$ cat config.mk
export PLATFORM = sky130hd
export DESIGN_NAME = gmc_guest_ctl
export DESIGN_NICKNAME = d
export VERILOG_FILES = /design/src/design/gmc_pkg.sv /design/src/design/gmc_guest_ctl.sv
export SDC_FILE = /design/constraint.sdc
export NUM_CORES = 1
export LEC_CHECK = 0
export BUFFER_PORTS_ARGS = -buffer_cell sky130_fd_sc_hd__buf_4
export CAP_MARGIN = 10
export CORE_MARGIN = 5
export CORE_UTILIZATION = 32
export CTS_CLUSTER_SIZE = 14
export DETAILED_ROUTE_END_ITERATION = 16
export GPL_TIMING_DRIVEN = 0
export PLACE_DENSITY = 0.76
export SKIP_CTS_REPAIR_TIMING = 1
export SYNTH_ARGS = -nofsm -noshare
export SYNTH_HDL_FRONTEND = slang
export SYNTH_SLANG_ARGS = --single-unit
$ cat constraint.sdc
create_clock -name clk_sys_in -period 1.44 [get_ports clk_sys_in]
set_input_delay 0.072 -clock clk_sys_in [delete_from_list [all_inputs] [get_ports clk_sys_in]]
set_output_delay 0.072 -clock clk_sys_in [all_outputs]
set_load 0.01 [all_outputs]
$ cat src/design/gmc_pkg.sv
// How it works
// [RL1] Guest mode runs only with mode flag set, no exception level, no debug.
// [RL2] Redirect bit sends guest reserved-instruction traps to root.
// [RL3] Mode-change enable gates privilege-level trap; exception-level change always traps.
// [RL4] Privileged op bit clear traps all; set allows some, indexed write needs owner 3.
// [RL5] Two-bit MMU owner field: 1 root control, 3 guest control, 0 reserved.
// [RL6] Timer bit gates guest count, compare and cycle-counter access.
// [RL7] Cache bit clear traps cache ops; set allows only address operand type.
// [RL8] Config bit gates guest-kernel writes to configuration registers 0..7.
// [RL9] Read-only presence flags for id, extension and interrupt registers.
// [RL10] Implementation bits ignore writes and read zero when absent.
// [RL11] Pass-through capability flag; when zero mask field is reserved.
// [RL12] Pass-through mask bits expose external interrupts as guest pending 7:2.
// [RL13] Read-only dealias mode bit selects dealias scheme.
// [RL14] Direct-guest bit with nonzero root id maps root kernel data via root TLB.
// [RL15] Direct-guest bit reads zero when unsupported; unmapped root access faults.
// [RL16] Read-only cause code records why guest trap went to root.
// [RL17] Coprocessor-2 usable change traps unless mask set; reads zero if absent.
// [RL18] Coprocessor-1 usable change traps unless mask set.
// [RL19] Cause codes 0,1,2,3,8,10 and 9 as listed.
// [RL20] Register reachable only in root mode, one copy per virtual element.
package gmc_pkg;
    localparam int GM_BIT   = 31;
    localparam int RI_BIT   = 30;
    localparam int MC_BIT   = 29;
    localparam int CP0_BIT  = 28;
    localparam int AT_HI    = 27;
    localparam int AT_LO    = 26;
    localparam int GT_BIT   = 25;
    localparam int CG_BIT   = 24;
    localparam int CF_BIT   = 23;
    localparam int G1_BIT   = 22;
    localparam int IMP_HI   = 21;
    localparam int IMP_LO   = 20;
    localparam int G0E_BIT  = 19;
    localparam int PT_BIT   = 18;
    localparam int PIP_HI   = 15;
    localparam int PIP_LO   = 10;
    localparam int RAD_BIT  = 9;
    localparam int DRG_BIT  = 8;
    localparam int G2_BIT   = 7;
    localparam int GEX_HI   = 6;
    localparam int GEX_LO   = 2;
    localparam int CU2_CHANGE_TRAP_MASK_BIT = 1;
    localparam int CU1_CHANGE_TRAP_MASK_BIT = 0;
    localparam logic [1:0] AT_ROOT  = 2'h1;
    localparam logic [1:0] AT_GUEST = 2'h3;
    localparam logic [4:0] EXC_PSI  = 5'h00;
    localparam logic [4:0] EXC_SFC  = 5'h01;
    localparam logic [4:0] EXC_HC   = 5'h02;
    localparam logic [4:0] EXC_GRR  = 5'h03;
    localparam logic [4:0] EXC_GVA  = 5'h08;
    localparam logic [4:0] EXC_HFC  = 5'h09;
    localparam logic [4:0] EXC_GPA  = 5'h0a;
    typedef enum logic [2:0] {
        GMC_EV_PSI, GMC_EV_SFC, GMC_EV_HC, GMC_EV_GRR,
        GMC_EV_GVA, GMC_EV_HFC, GMC_EV_GPA, GMC_EV_NONE
    } gmc_event_t;
endpackage

$ cat src/design/gmc_guest_ctl.sv
`timescale 1ns/1ps
`default_nettype none
module gmc_guest_ctl
    import gmc_pkg::*;
#(
    parameter bit         HAS_IDCTL   = 1'b1,
    parameter bit         HAS_CTL_EXT = 1'b0,
    parameter bit         HAS_IRQCTL  = 1'b0,
    parameter bit         HAS_PT      = 1'b1,
    parameter bit         HAS_CG      = 1'b1,
    parameter bit         HAS_DRG     = 1'b1,
    parameter bit         HAS_CU2_CHANGE_TRAP_MASK    = 1'b0,
    parameter bit         HAS_IMPL    = 1'b0,
    parameter bit         RAD_MODE    = 1'b0,
    parameter bit         AT_WRITABLE = 1'b1,
    parameter logic [1:0] AT_RESET    = 2'h3
) (
    input  wire logic        clk_sys_in,
    input  wire logic        rst_n_in,
    input  wire logic        root_mode_in,
    input  wire logic        reg_wr_in,
    input  wire logic [31:0] reg_wdata_in,
    output logic      [31:0] reg_rdata_out,
    input  wire logic        exception_level_flag_in,
    input  wire logic        debug_mode_flag_in,
    input  wire logic        root_kernel_in,
    input  wire logic        root_erl_in,
    input  wire logic [7:0]  root_guest_id_in,
    input  wire logic        guest_kernel_in,
    input  wire logic        ri_exc_in,
    input  wire logic        psi_op_in,
    input  wire logic        psi_selectable_in,
    input  wire logic        indexed_tlb_write_in,
    input  wire logic        timer_read_in,
    input  wire logic        compare_access_in,
    input  wire logic        cycle_counter_read_in,
    input  wire logic        cache_op_in,
    input  wire logic        cache_addr_type_in,
    input  wire logic        config_write_in,
    input  wire logic        priv_level_change_in,
    input  wire logic        guest_exl_change_in,
    input  wire logic        cu1_change_in,
    input  wire logic        cu2_change_in,
    input  wire logic        hypercall_in,
    input  wire logic        root_tlb_gva_in,
    input  wire logic        root_tlb_gpa_in,
    input  wire logic [5:0]  ext_irq_in,
    input  wire logic        unmapped_root_access_in,
    output logic             guest_mode_out,
    output logic             root_trap_out,
    output logic             guest_ri_out,
    output logic [5:0]       guest_irq_pending_out,
    output logic             root_data_via_tlb_out,
    output logic             addr_error_out
);
    typedef struct packed {
        logic       gm;
        logic       ri;
        logic       mc;
        logic       cp0;
        logic [1:0] at;
        logic       gt;
        logic       cg;
        logic       cf;
        logic [1:0] impl;
        logic [5:0] irq_passthrough_mask;
        logic       direct_guest_access_root;
        logic [4:0] cause;
        logic       cu2_change_trap_mask;
        logic       cu1_change_trap_mask;
    } gmc_state_t;

    gmc_state_t st_reg;
    gmc_state_t st_next;
    logic       guest;
    logic       psi_trap;
    gmc_event_t ev;

    assign guest = st_reg.gm && !exception_level_flag_in
                   && !debug_mode_flag_in; // RL1

    always_comb begin
        psi_trap = 1'b0;
        if (guest && guest_kernel_in) begin
            if (psi_op_in && (!st_reg.cp0 || !psi_selectable_in))
                psi_trap = 1'b1; // RL4
            if (indexed_tlb_write_in
                && (!st_reg.cp0 || st_reg.at != AT_GUEST))
                psi_trap = 1'b1; // RL4
            if (!st_reg.gt && (timer_read_in || compare_access_in))
                psi_trap = 1'b1; // RL6
            if (config_write_in && !st_reg.cf)
                psi_trap = 1'b1; // RL8
        end
        if (guest && cycle_counter_read_in && !st_reg.gt)
            psi_trap = 1'b1; // RL6
        if (guest && cache_op_in && !(st_reg.cg && cache_addr_type_in))
            psi_trap = 1'b1; // RL7
    end

    // Priority fixes which cause wins when events coincide
    always_comb begin
        ev = GMC_EV_NONE;
        if (root_tlb_gpa_in)
            ev = GMC_EV_GPA;
        else if (root_tlb_gva_in)
            ev = GMC_EV_GVA;
        else if (guest && ri_exc_in && st_reg.ri)
            ev = GMC_EV_GRR; // RL2
        else if (psi_trap)
            ev = GMC_EV_PSI;
        else if (guest && hypercall_in)
            ev = GMC_EV_HC;
        else if (guest && guest_exl_change_in)
            ev = GMC_EV_HFC; // RL3
        else if (guest && ((priv_level_change_in && st_reg.mc)
                 || (cu1_change_in && !st_reg.cu1_change_trap_mask)
                 || (cu2_change_in && !st_reg.cu2_change_trap_mask)))
            ev = GMC_EV_SFC; // RL3 RL17 RL18
    end

    function automatic logic [4:0] ev_code(input gmc_event_t e);
        case (e)
            GMC_EV_PSI: ev_code = EXC_PSI; // RL19
            GMC_EV_SFC: ev_code = EXC_SFC;
            GMC_EV_HC:  ev_code = EXC_HC;
            GMC_EV_GRR: ev_code = EXC_GRR;
            GMC_EV_GVA: ev_code = EXC_GVA;
            GMC_EV_HFC: ev_code = EXC_HFC;
            GMC_EV_GPA: ev_code = EXC_GPA;
            default:    ev_code = EXC_PSI;
        endcase
    endfunction

    always_comb begin
        st_next = st_reg;
        if (reg_wr_in && root_mode_in) begin // RL20
            st_next.gm  = reg_wdata_in[GM_BIT];
            st_next.ri  = reg_wdata_in[RI_BIT];
            st_next.mc  = reg_wdata_in[MC_BIT];
            st_next.cp0 = reg_wdata_in[CP0_BIT];
            // Only legal owner encodings are accepted
            if (AT_WRITABLE && (reg_wdata_in[AT_HI:AT_LO] == AT_ROOT
                || reg_wdata_in[AT_HI:AT_LO] == AT_GUEST))
                st_next.at = reg_wdata_in[AT_HI:AT_LO]; // RL5
            st_next.gt  = reg_wdata_in[GT_BIT];
            st_next.cg  = HAS_CG & reg_wdata_in[CG_BIT]; // RL7
            st_next.cf  = reg_wdata_in[CF_BIT];
            st_next.impl = HAS_IMPL ? reg_wdata_in[IMP_HI:IMP_LO]
                                    : 2'h0; // RL10
            st_next.irq_passthrough_mask = HAS_PT ? reg_wdata_in[PIP_HI:PIP_LO]
                                 : 6'h00; // RL11
            st_next.direct_guest_access_root = HAS_DRG & reg_wdata_in[DRG_BIT]; // RL15
            st_next.cu2_change_trap_mask = HAS_CU2_CHANGE_TRAP_MASK & reg_wdata_in[CU2_CHANGE_TRAP_MASK_BIT]; // RL17
            st_next.cu1_change_trap_mask = reg_wdata_in[CU1_CHANGE_TRAP_MASK_BIT];
        end
        // Cause is loaded only by hardware capture; a software write leaves it unchanged
        if (ev != GMC_EV_NONE)
            st_next.cause = ev_code(ev); // RL16
        if (!rst_n_in) begin
            st_next = '0;
            st_next.at = AT_RESET;
        end
    end

    always_ff @(posedge clk_sys_in) begin
        st_reg <= st_next;
    end

    always_comb begin
        reg_rdata_out = 32'h0000_0000;
        reg_rdata_out[GM_BIT]  = st_reg.gm;
        reg_rdata_out[RI_BIT]  = st_reg.ri;
        reg_rdata_out[MC_BIT]  = st_reg.mc;
        reg_rdata_out[CP0_BIT] = st_reg.cp0;
        reg_rdata_out[AT_HI:AT_LO] = st_reg.at;
        reg_rdata_out[GT_BIT]  = st_reg.gt;
        reg_rdata_out[CG_BIT]  = st_reg.cg;
        reg_rdata_out[CF_BIT]  = st_reg.cf;
        reg_rdata_out[G1_BIT]  = HAS_IDCTL; // RL9
        reg_rdata_out[IMP_HI:IMP_LO] = st_reg.impl;
        reg_rdata_out[G0E_BIT] = HAS_CTL_EXT;
        reg_rdata_out[PT_BIT]  = HAS_PT; // RL11
        reg_rdata_out[PIP_HI:PIP_LO] = st_reg.irq_passthrough_mask;
        reg_rdata_out[RAD_BIT] = RAD_MODE; // RL13
        reg_rdata_out[DRG_BIT] = st_reg.direct_guest_access_root;
        reg_rdata_out[G2_BIT]  = HAS_IRQCTL;
        reg_rdata_out[GEX_HI:GEX_LO] = st_reg.cause;
        reg_rdata_out[CU2_CHANGE_TRAP_MASK_BIT] = st_reg.cu2_change_trap_mask;
        reg_rdata_out[CU1_CHANGE_TRAP_MASK_BIT] = st_reg.cu1_change_trap_mask;
        if (!root_mode_in)
            reg_rdata_out = 32'h0000_0000; // RL20
    end

    assign guest_mode_out = guest;
    assign root_trap_out  = (ev != GMC_EV_NONE);
    assign guest_ri_out   = guest && ri_exc_in && !st_reg.ri; // RL2
    assign guest_irq_pending_out = ext_irq_in & st_reg.irq_passthrough_mask; // RL12
    assign root_data_via_tlb_out = st_reg.direct_guest_access_root && !guest
        && (root_guest_id_in != 8'h00) && root_kernel_in
        && !exception_level_flag_in && !root_erl_in
        && !debug_mode_flag_in; // RL14
    assign addr_error_out = root_data_via_tlb_out
        && unmapped_root_access_in; // RL15

    // Mode gating
    a_guest_mode_gate: assert property (@(posedge clk_sys_in) // RL1
        disable iff (!rst_n_in)
        guest_mode_out |-> st_reg.gm && !exception_level_flag_in)
        else $error("guest mode while gated off");
    a_exl_blocks_guest: assert property (@(posedge clk_sys_in) // RL1
        disable iff (!rst_n_in)
        exception_level_flag_in |-> !guest_mode_out)
        else $error("guest mode during exception level");
    a_debug_blocks_guest: assert property (@(posedge clk_sys_in) // RL1
        disable iff (!rst_n_in)
        debug_mode_flag_in |-> !guest_mode_out)
        else $error("guest mode during debug");

    // Reserved-instruction redirect
    a_redirect_cause: assert property (@(posedge clk_sys_in) // RL2
        disable iff (!rst_n_in)
        (guest && ri_exc_in && st_reg.ri && !root_tlb_gpa_in
         && !root_tlb_gva_in) |=> st_reg.cause == EXC_GRR)
        else $error("redirect cause not recorded");
    a_ri_stays_guest: assert property (@(posedge clk_sys_in) // RL2
        disable iff (!rst_n_in)
        (guest && ri_exc_in && !st_reg.ri) |-> guest_ri_out)
        else $error("reserved instruction not kept in guest");
    a_ri_no_local: assert property (@(posedge clk_sys_in) // RL2
        disable iff (!rst_n_in)
        st_reg.ri |-> !guest_ri_out)
        else $error("redirected exception also taken in guest");

    // Field change events
    a_hfc_cause: assert property (@(posedge clk_sys_in) // RL3
        disable iff (!rst_n_in)
        (ev == GMC_EV_HFC) |=> st_reg.cause == 5'h09)
        else $error("hardware field change code wrong");
    a_sfc_cause: assert property (@(posedge clk_sys_in) // RL3
        disable iff (!rst_n_in)
        (ev == GMC_EV_SFC) |=> st_reg.cause == 5'h01)
        else $error("software field change code wrong");
    a_cu1_trap: assert property (@(posedge clk_sys_in) // RL18
        disable iff (!rst_n_in)
        (guest && cu1_change_in && !st_reg.cu1_change_trap_mask) |-> root_trap_out)
        else $error("coprocessor 1 change not trapped");
    a_cu2_change_trap_mask_absent: assert property (@(posedge clk_sys_in) // RL17
        disable iff (!rst_n_in)
        !HAS_CU2_CHANGE_TRAP_MASK |-> !st_reg.cu2_change_trap_mask)
        else $error("absent coprocessor 2 mask set");

    // Privileged-sensitive traps
    a_psi_cp0_clear: assert property (@(posedge clk_sys_in) // RL4
        disable iff (!rst_n_in)
        (guest && guest_kernel_in && psi_op_in && !st_reg.cp0)
        |-> psi_trap)
        else $error("privileged op not trapped");
    a_indexed_tlb_write_trap: assert property (@(posedge clk_sys_in) // RL4
        disable iff (!rst_n_in)
        (guest && guest_kernel_in && indexed_tlb_write_in
         && st_reg.at != AT_GUEST) |-> psi_trap)
        else $error("indexed write not trapped");
    a_timer_trap: assert property (@(posedge clk_sys_in) // RL6
        disable iff (!rst_n_in)
        (guest && guest_kernel_in && !st_reg.gt && compare_access_in)
        |-> root_trap_out)
        else $error("timer access not trapped");
    a_cycle_trap: assert property (@(posedge clk_sys_in) // RL6
        disable iff (!rst_n_in)
        (guest && cycle_counter_read_in && !st_reg.gt) |-> psi_trap)
        else $error("cycle counter read not trapped");
    a_cache_trap: assert property (@(posedge clk_sys_in) // RL7
        disable iff (!rst_n_in)
        (guest && cache_op_in && !st_reg.cg) |-> psi_trap)
        else $error("cache op not trapped");
    a_cache_operand: assert property (@(posedge clk_sys_in) // RL7
        disable iff (!rst_n_in)
        (guest && cache_op_in && !cache_addr_type_in) |-> psi_trap)
        else $error("cache operand type not trapped");
    a_cache_absent: assert property (@(posedge clk_sys_in) // RL7
        disable iff (!rst_n_in)
        !HAS_CG |-> !st_reg.cg)
        else $error("absent cache enable set");
    a_config_trap: assert property (@(posedge clk_sys_in) // RL8
        disable iff (!rst_n_in)
        (guest && guest_kernel_in && config_write_in && !st_reg.cf)
        |-> psi_trap)
        else $error("config write not trapped");

    // Register image
    a_owner_legal: assert property (@(posedge clk_sys_in) // RL5
        disable iff (!rst_n_in)
        (st_reg.at == AT_ROOT) || (st_reg.at == AT_GUEST))
        else $error("owner field holds reserved code");
    a_owner_fixed: assert property (@(posedge clk_sys_in) // RL5
        disable iff (!rst_n_in)
        !AT_WRITABLE |-> st_reg.at == AT_RESET)
        else $error("fixed owner field changed");
    a_presence_flags: assert property (@(posedge clk_sys_in) // RL9
        disable iff (!rst_n_in)
        root_mode_in |-> reg_rdata_out[G1_BIT] == HAS_IDCTL
        && reg_rdata_out[G0E_BIT] == HAS_CTL_EXT
        && reg_rdata_out[G2_BIT] == HAS_IRQCTL)
        else $error("presence flag wrong");
    a_impl_absent: assert property (@(posedge clk_sys_in) // RL10
        disable iff (!rst_n_in)
        !HAS_IMPL |-> st_reg.impl == 2'h0)
        else $error("absent implementation bits set");
    a_dealias_bit: assert property (@(posedge clk_sys_in) // RL13
        disable iff (!rst_n_in)
        root_mode_in |-> reg_rdata_out[RAD_BIT] == RAD_MODE)
        else $error("dealias mode bit wrong");
    a_cause_hold: assert property (@(posedge clk_sys_in) // RL16
        disable iff (!rst_n_in)
        (ev == GMC_EV_NONE) |=> $stable(st_reg.cause))
        else $error("cause changed without event");
    a_gpa_cause: assert property (@(posedge clk_sys_in) // RL19
        disable iff (!rst_n_in)
        root_tlb_gpa_in |=> st_reg.cause == 5'h0a)
        else $error("physical address fault code wrong");

    // Interrupt pass-through
    a_pip_mask: assert property (@(posedge clk_sys_in) // RL12
        disable iff (!rst_n_in)
        (st_reg.irq_passthrough_mask == 6'h00) |-> guest_irq_pending_out == 6'h00)
        else $error("masked interrupt visible");
    a_pt_absent: assert property (@(posedge clk_sys_in) // RL11
        disable iff (!rst_n_in)
        !HAS_PT |-> guest_irq_pending_out == 6'h00)
        else $error("pass-through without capability");

    // Direct root access to guest entries
    a_direct_guest: assert property (@(posedge clk_sys_in) // RL14
        disable iff (!rst_n_in)
        root_data_via_tlb_out |-> st_reg.direct_guest_access_root && root_kernel_in
        && (root_guest_id_in != 8'h00))
        else $error("direct access without its conditions");
    a_direct_gated: assert property (@(posedge clk_sys_in) // RL14
        disable iff (!rst_n_in)
        guest_mode_out |-> !root_data_via_tlb_out)
        else $error("direct access in guest mode");
    a_drg_absent: assert property (@(posedge clk_sys_in) // RL15
        disable iff (!rst_n_in)
        !HAS_DRG |-> !st_reg.direct_guest_access_root)
        else $error("absent direct access bit set");
    a_addr_error: assert property (@(posedge clk_sys_in) // RL15
        disable iff (!rst_n_in)
        addr_error_out |-> root_data_via_tlb_out && unmapped_root_access_in)
        else $error("address error without unmapped access");

    // Root-only reach
    a_hidden_read: assert property (@(posedge clk_sys_in) // RL20
        disable iff (!rst_n_in)
        !root_mode_in |-> reg_rdata_out == 32'h0000_0000)
        else $error("register visible outside root");
    a_write_root_only: assert property (@(posedge clk_sys_in) // RL20
        disable iff (!rst_n_in)
        (reg_wr_in && !root_mode_in) |=> $stable(st_reg.gm))
        else $error("guest write changed control");
endmodule
`default_nettype wire

==> run summary <==
First-pass GRT wire length: 6051 um
Chip width: 70.56 um
Static leakage: 0.9959 nW
Starting Density: 32.55%
I/O pin cnt: 116
Synth Area in Simple Gates: 40.19%
Synth Register Bits: 20
Synth Area in XOR/XNOR: 0%
Critical Path RT: 1.37 ns
Hold WS: 0.01973 ns
DR vias/cell: 4.428
Primary FF master, synth: dfxtp_1
Dpl hpwl: 3133 um
Crit path kind: reg2out
Ratio of cells with drive above 1 in the final layout: 46.04%
Tot Pwr: 0.001314 W
Compound-gate portion of the synthesized area: 15.03%
Total CTS buffers: 3
Htree depth: 1
Drt drc: 0
Final WS setup: -0.3126 ns
Drt total wl: 3871 um
Gr ovfl total: 0
Synth Instances: 162
Pin count of the biggest net entering global routing: 11
Adder-cell area share of the yosys netlist: 0%
Sequential share of the synthesized area: 34.12%
Nets: 340
RePlAce Congestion: 0.7879
EDFF count, synth: 0
Max reg flops: 20
Outcome: complete, but fails checks
Post-synthesis mux area share: 0%
Cell area after layout: 2033 um2
Total GRT Usage: 14.72%
Arrival @ worst endpoint: 1.68 ns
Setup violators final: 3
RSZ-0062 raised after global routing: true
Antenna Nets Post-Route: 0
Crit path max fanout: 3
Iteration-0 DRC Markers: 39
Core area: 3606 um2
Deepest clock path buffer count: 2
Pwr dens: 646.2 nW/um2
Final hold viol count: 0
Clock Sink Count: 20
Worst Setup End Kind: output pin
Area growth from synthesis to layout: 73.24%
Fin Setup TNS: -0.5262 ns
Root Buffer: clkbuf_8
Tcrit/Tclk final: 121.7%
Library cells used by synthesis: 31
Slew Limit Fails: 0
Vias: 1386
Initial antenna violation count: 0
Drt pass-1 iters: 4
Die area: 4979 um2
Num rows: 22
Min Tclk post-route: 1.753 ns
Fmax: 570.6 MHz
Yosys Warn Count: 0
ANT cells: 0
PortBufs: 90
Clock latency on the worst-skew pair: 0.25 ns
Fill cell count: 379
Largest family of logic cells by synthesized area: simple AND/OR/NAND/NOR gates
Routed WL per cell: 12.37 um
Failing checks: negative setup slack
Peak VDD IR: 0.0003177 V
Vias in the first global route: 1279
Worst-path clk slew: 0.07 ns
Post-Synthesis Cell Area: 1174 um2
Clk_skew: 0.0007139 ns
Die height: 70.56 um
Worst slack, placed: -0.1241 ns
Placed Area: 1943 um2
CTS tree: done
Hold crit path type: in2reg
Critical path startpoint category: flip-flop
Post-synthesis async set-or-reset flop share: 0%
Max Cap Viol: 0
Post-Synthesis Mean Instance Area: 7.245 um2
==> Yosys cell counts (all sizes together) (2+ instances only) <==
library cell,number,area [um2]
clkbuf,5,18.77
nor4,3,18.77
and2,28,176.4
buf,13,95.09
nand2,41,153.9
or2,2,12.51
nor2,6,22.52
dfxtp,20,400.4
nand3,3,15.01
a21oi,20,100.1
nor3,3,15.01
==> cell type report <==
type                    instances  area [um2]  share of cell area [%]
multi-input cells             131       719.4                   35.38
plain buffers                  18       113.9                   5.600
well taps                      48       60.06                   2.954
flip-flops and latches         20       404.1                   19.88
clock buffers                   3       41.29                   2.031
repair buffers                 91       686.9                   33.78
inverters                       2       7.507                  0.3692
==> placed cells by master (no fill, tap or decap), types with 2 or more instances in the layout <==
| cell | synthesis | layout |
|---|---|---|
| buf_4 | 12 | 102 |
| a21oi_1 | 20 | 18 |
| a21oi_2 | 0 | 2 |
| conb_1 | 1 | 10 |
| clkbuf_8 | 0 | 3 |
| dfxtp_1 | 20 | 17 |
| and2_1 | 27 | 27 |
| or2_2 | 2 | 2 |
| clkbuf_1 | 5 | 5 |
| nor2_1 | 6 | 5 |
| nor3_2 | 0 | 2 |
| nand3_1 | 3 | 3 |
| dfxtp_2 | 0 | 3 |
| nor4_1 | 3 | 2 |
| nand2_1 | 41 | 41 |
==> metal layers <==
metal,share of wire [%],track usage [%],vias to the layer above
li1,-,-,720
met1,42,18.21,596
met2,46,24.53,66
met3,11,4.972,4
met4,0.90,3.967,0
met5,0,0,-
==> worst paths after layout <==
check                        from       endpoint  slack (ns)  cells after the start
hold reg to reg        st_reg[12]     st_reg[12]        0.47                      2
hold / removal    root_tlb_gva_in      st_reg[3]        0.02                      2
setup reg to reg       st_reg[16]      st_reg[5]       -0.13                      6
setup / recovery       st_reg[16]  root_trap_out       -0.31                      6
==> stage by stage <==
step,util [%],std cells
3_3_place_gp,53.89,309
3_5_place_dp,53.89,309
5_1_grt,56.38,313
6_report,56.38,313
2_1_floorplan,-,171
4_1_cts,55.03,312
==> where the power goes <==
group | total (W) | switching [W] | internal [W]
Sequential | 0.000596 | 0.0000174 | 0.000579
Clock | 0.000363 | 0.000177 | 0.000186
Combinational | 0.000355 | 0.000146 | 0.000209
==> critical path: stages, from the launching register on <==
cell	delay (ns)
dfxtp_2	0.34
and3b_1	0.17
a311o_1	0.33
nor3_2	0.24
a31o_2	0.17
nand2_1	0.06
buf_6	0.12
==> kinds of logic (layout without fill, tap and decap cells) <==
group / Yosys count / in the layout
DFF: 20 / 20
other: 1 / 10
buffers and inverters: 20 / 114
AOI/OAI and AO/OA: 28 / 28
and+or+nand+nor: 93 / 93
(Power assumes the default switching activity.)
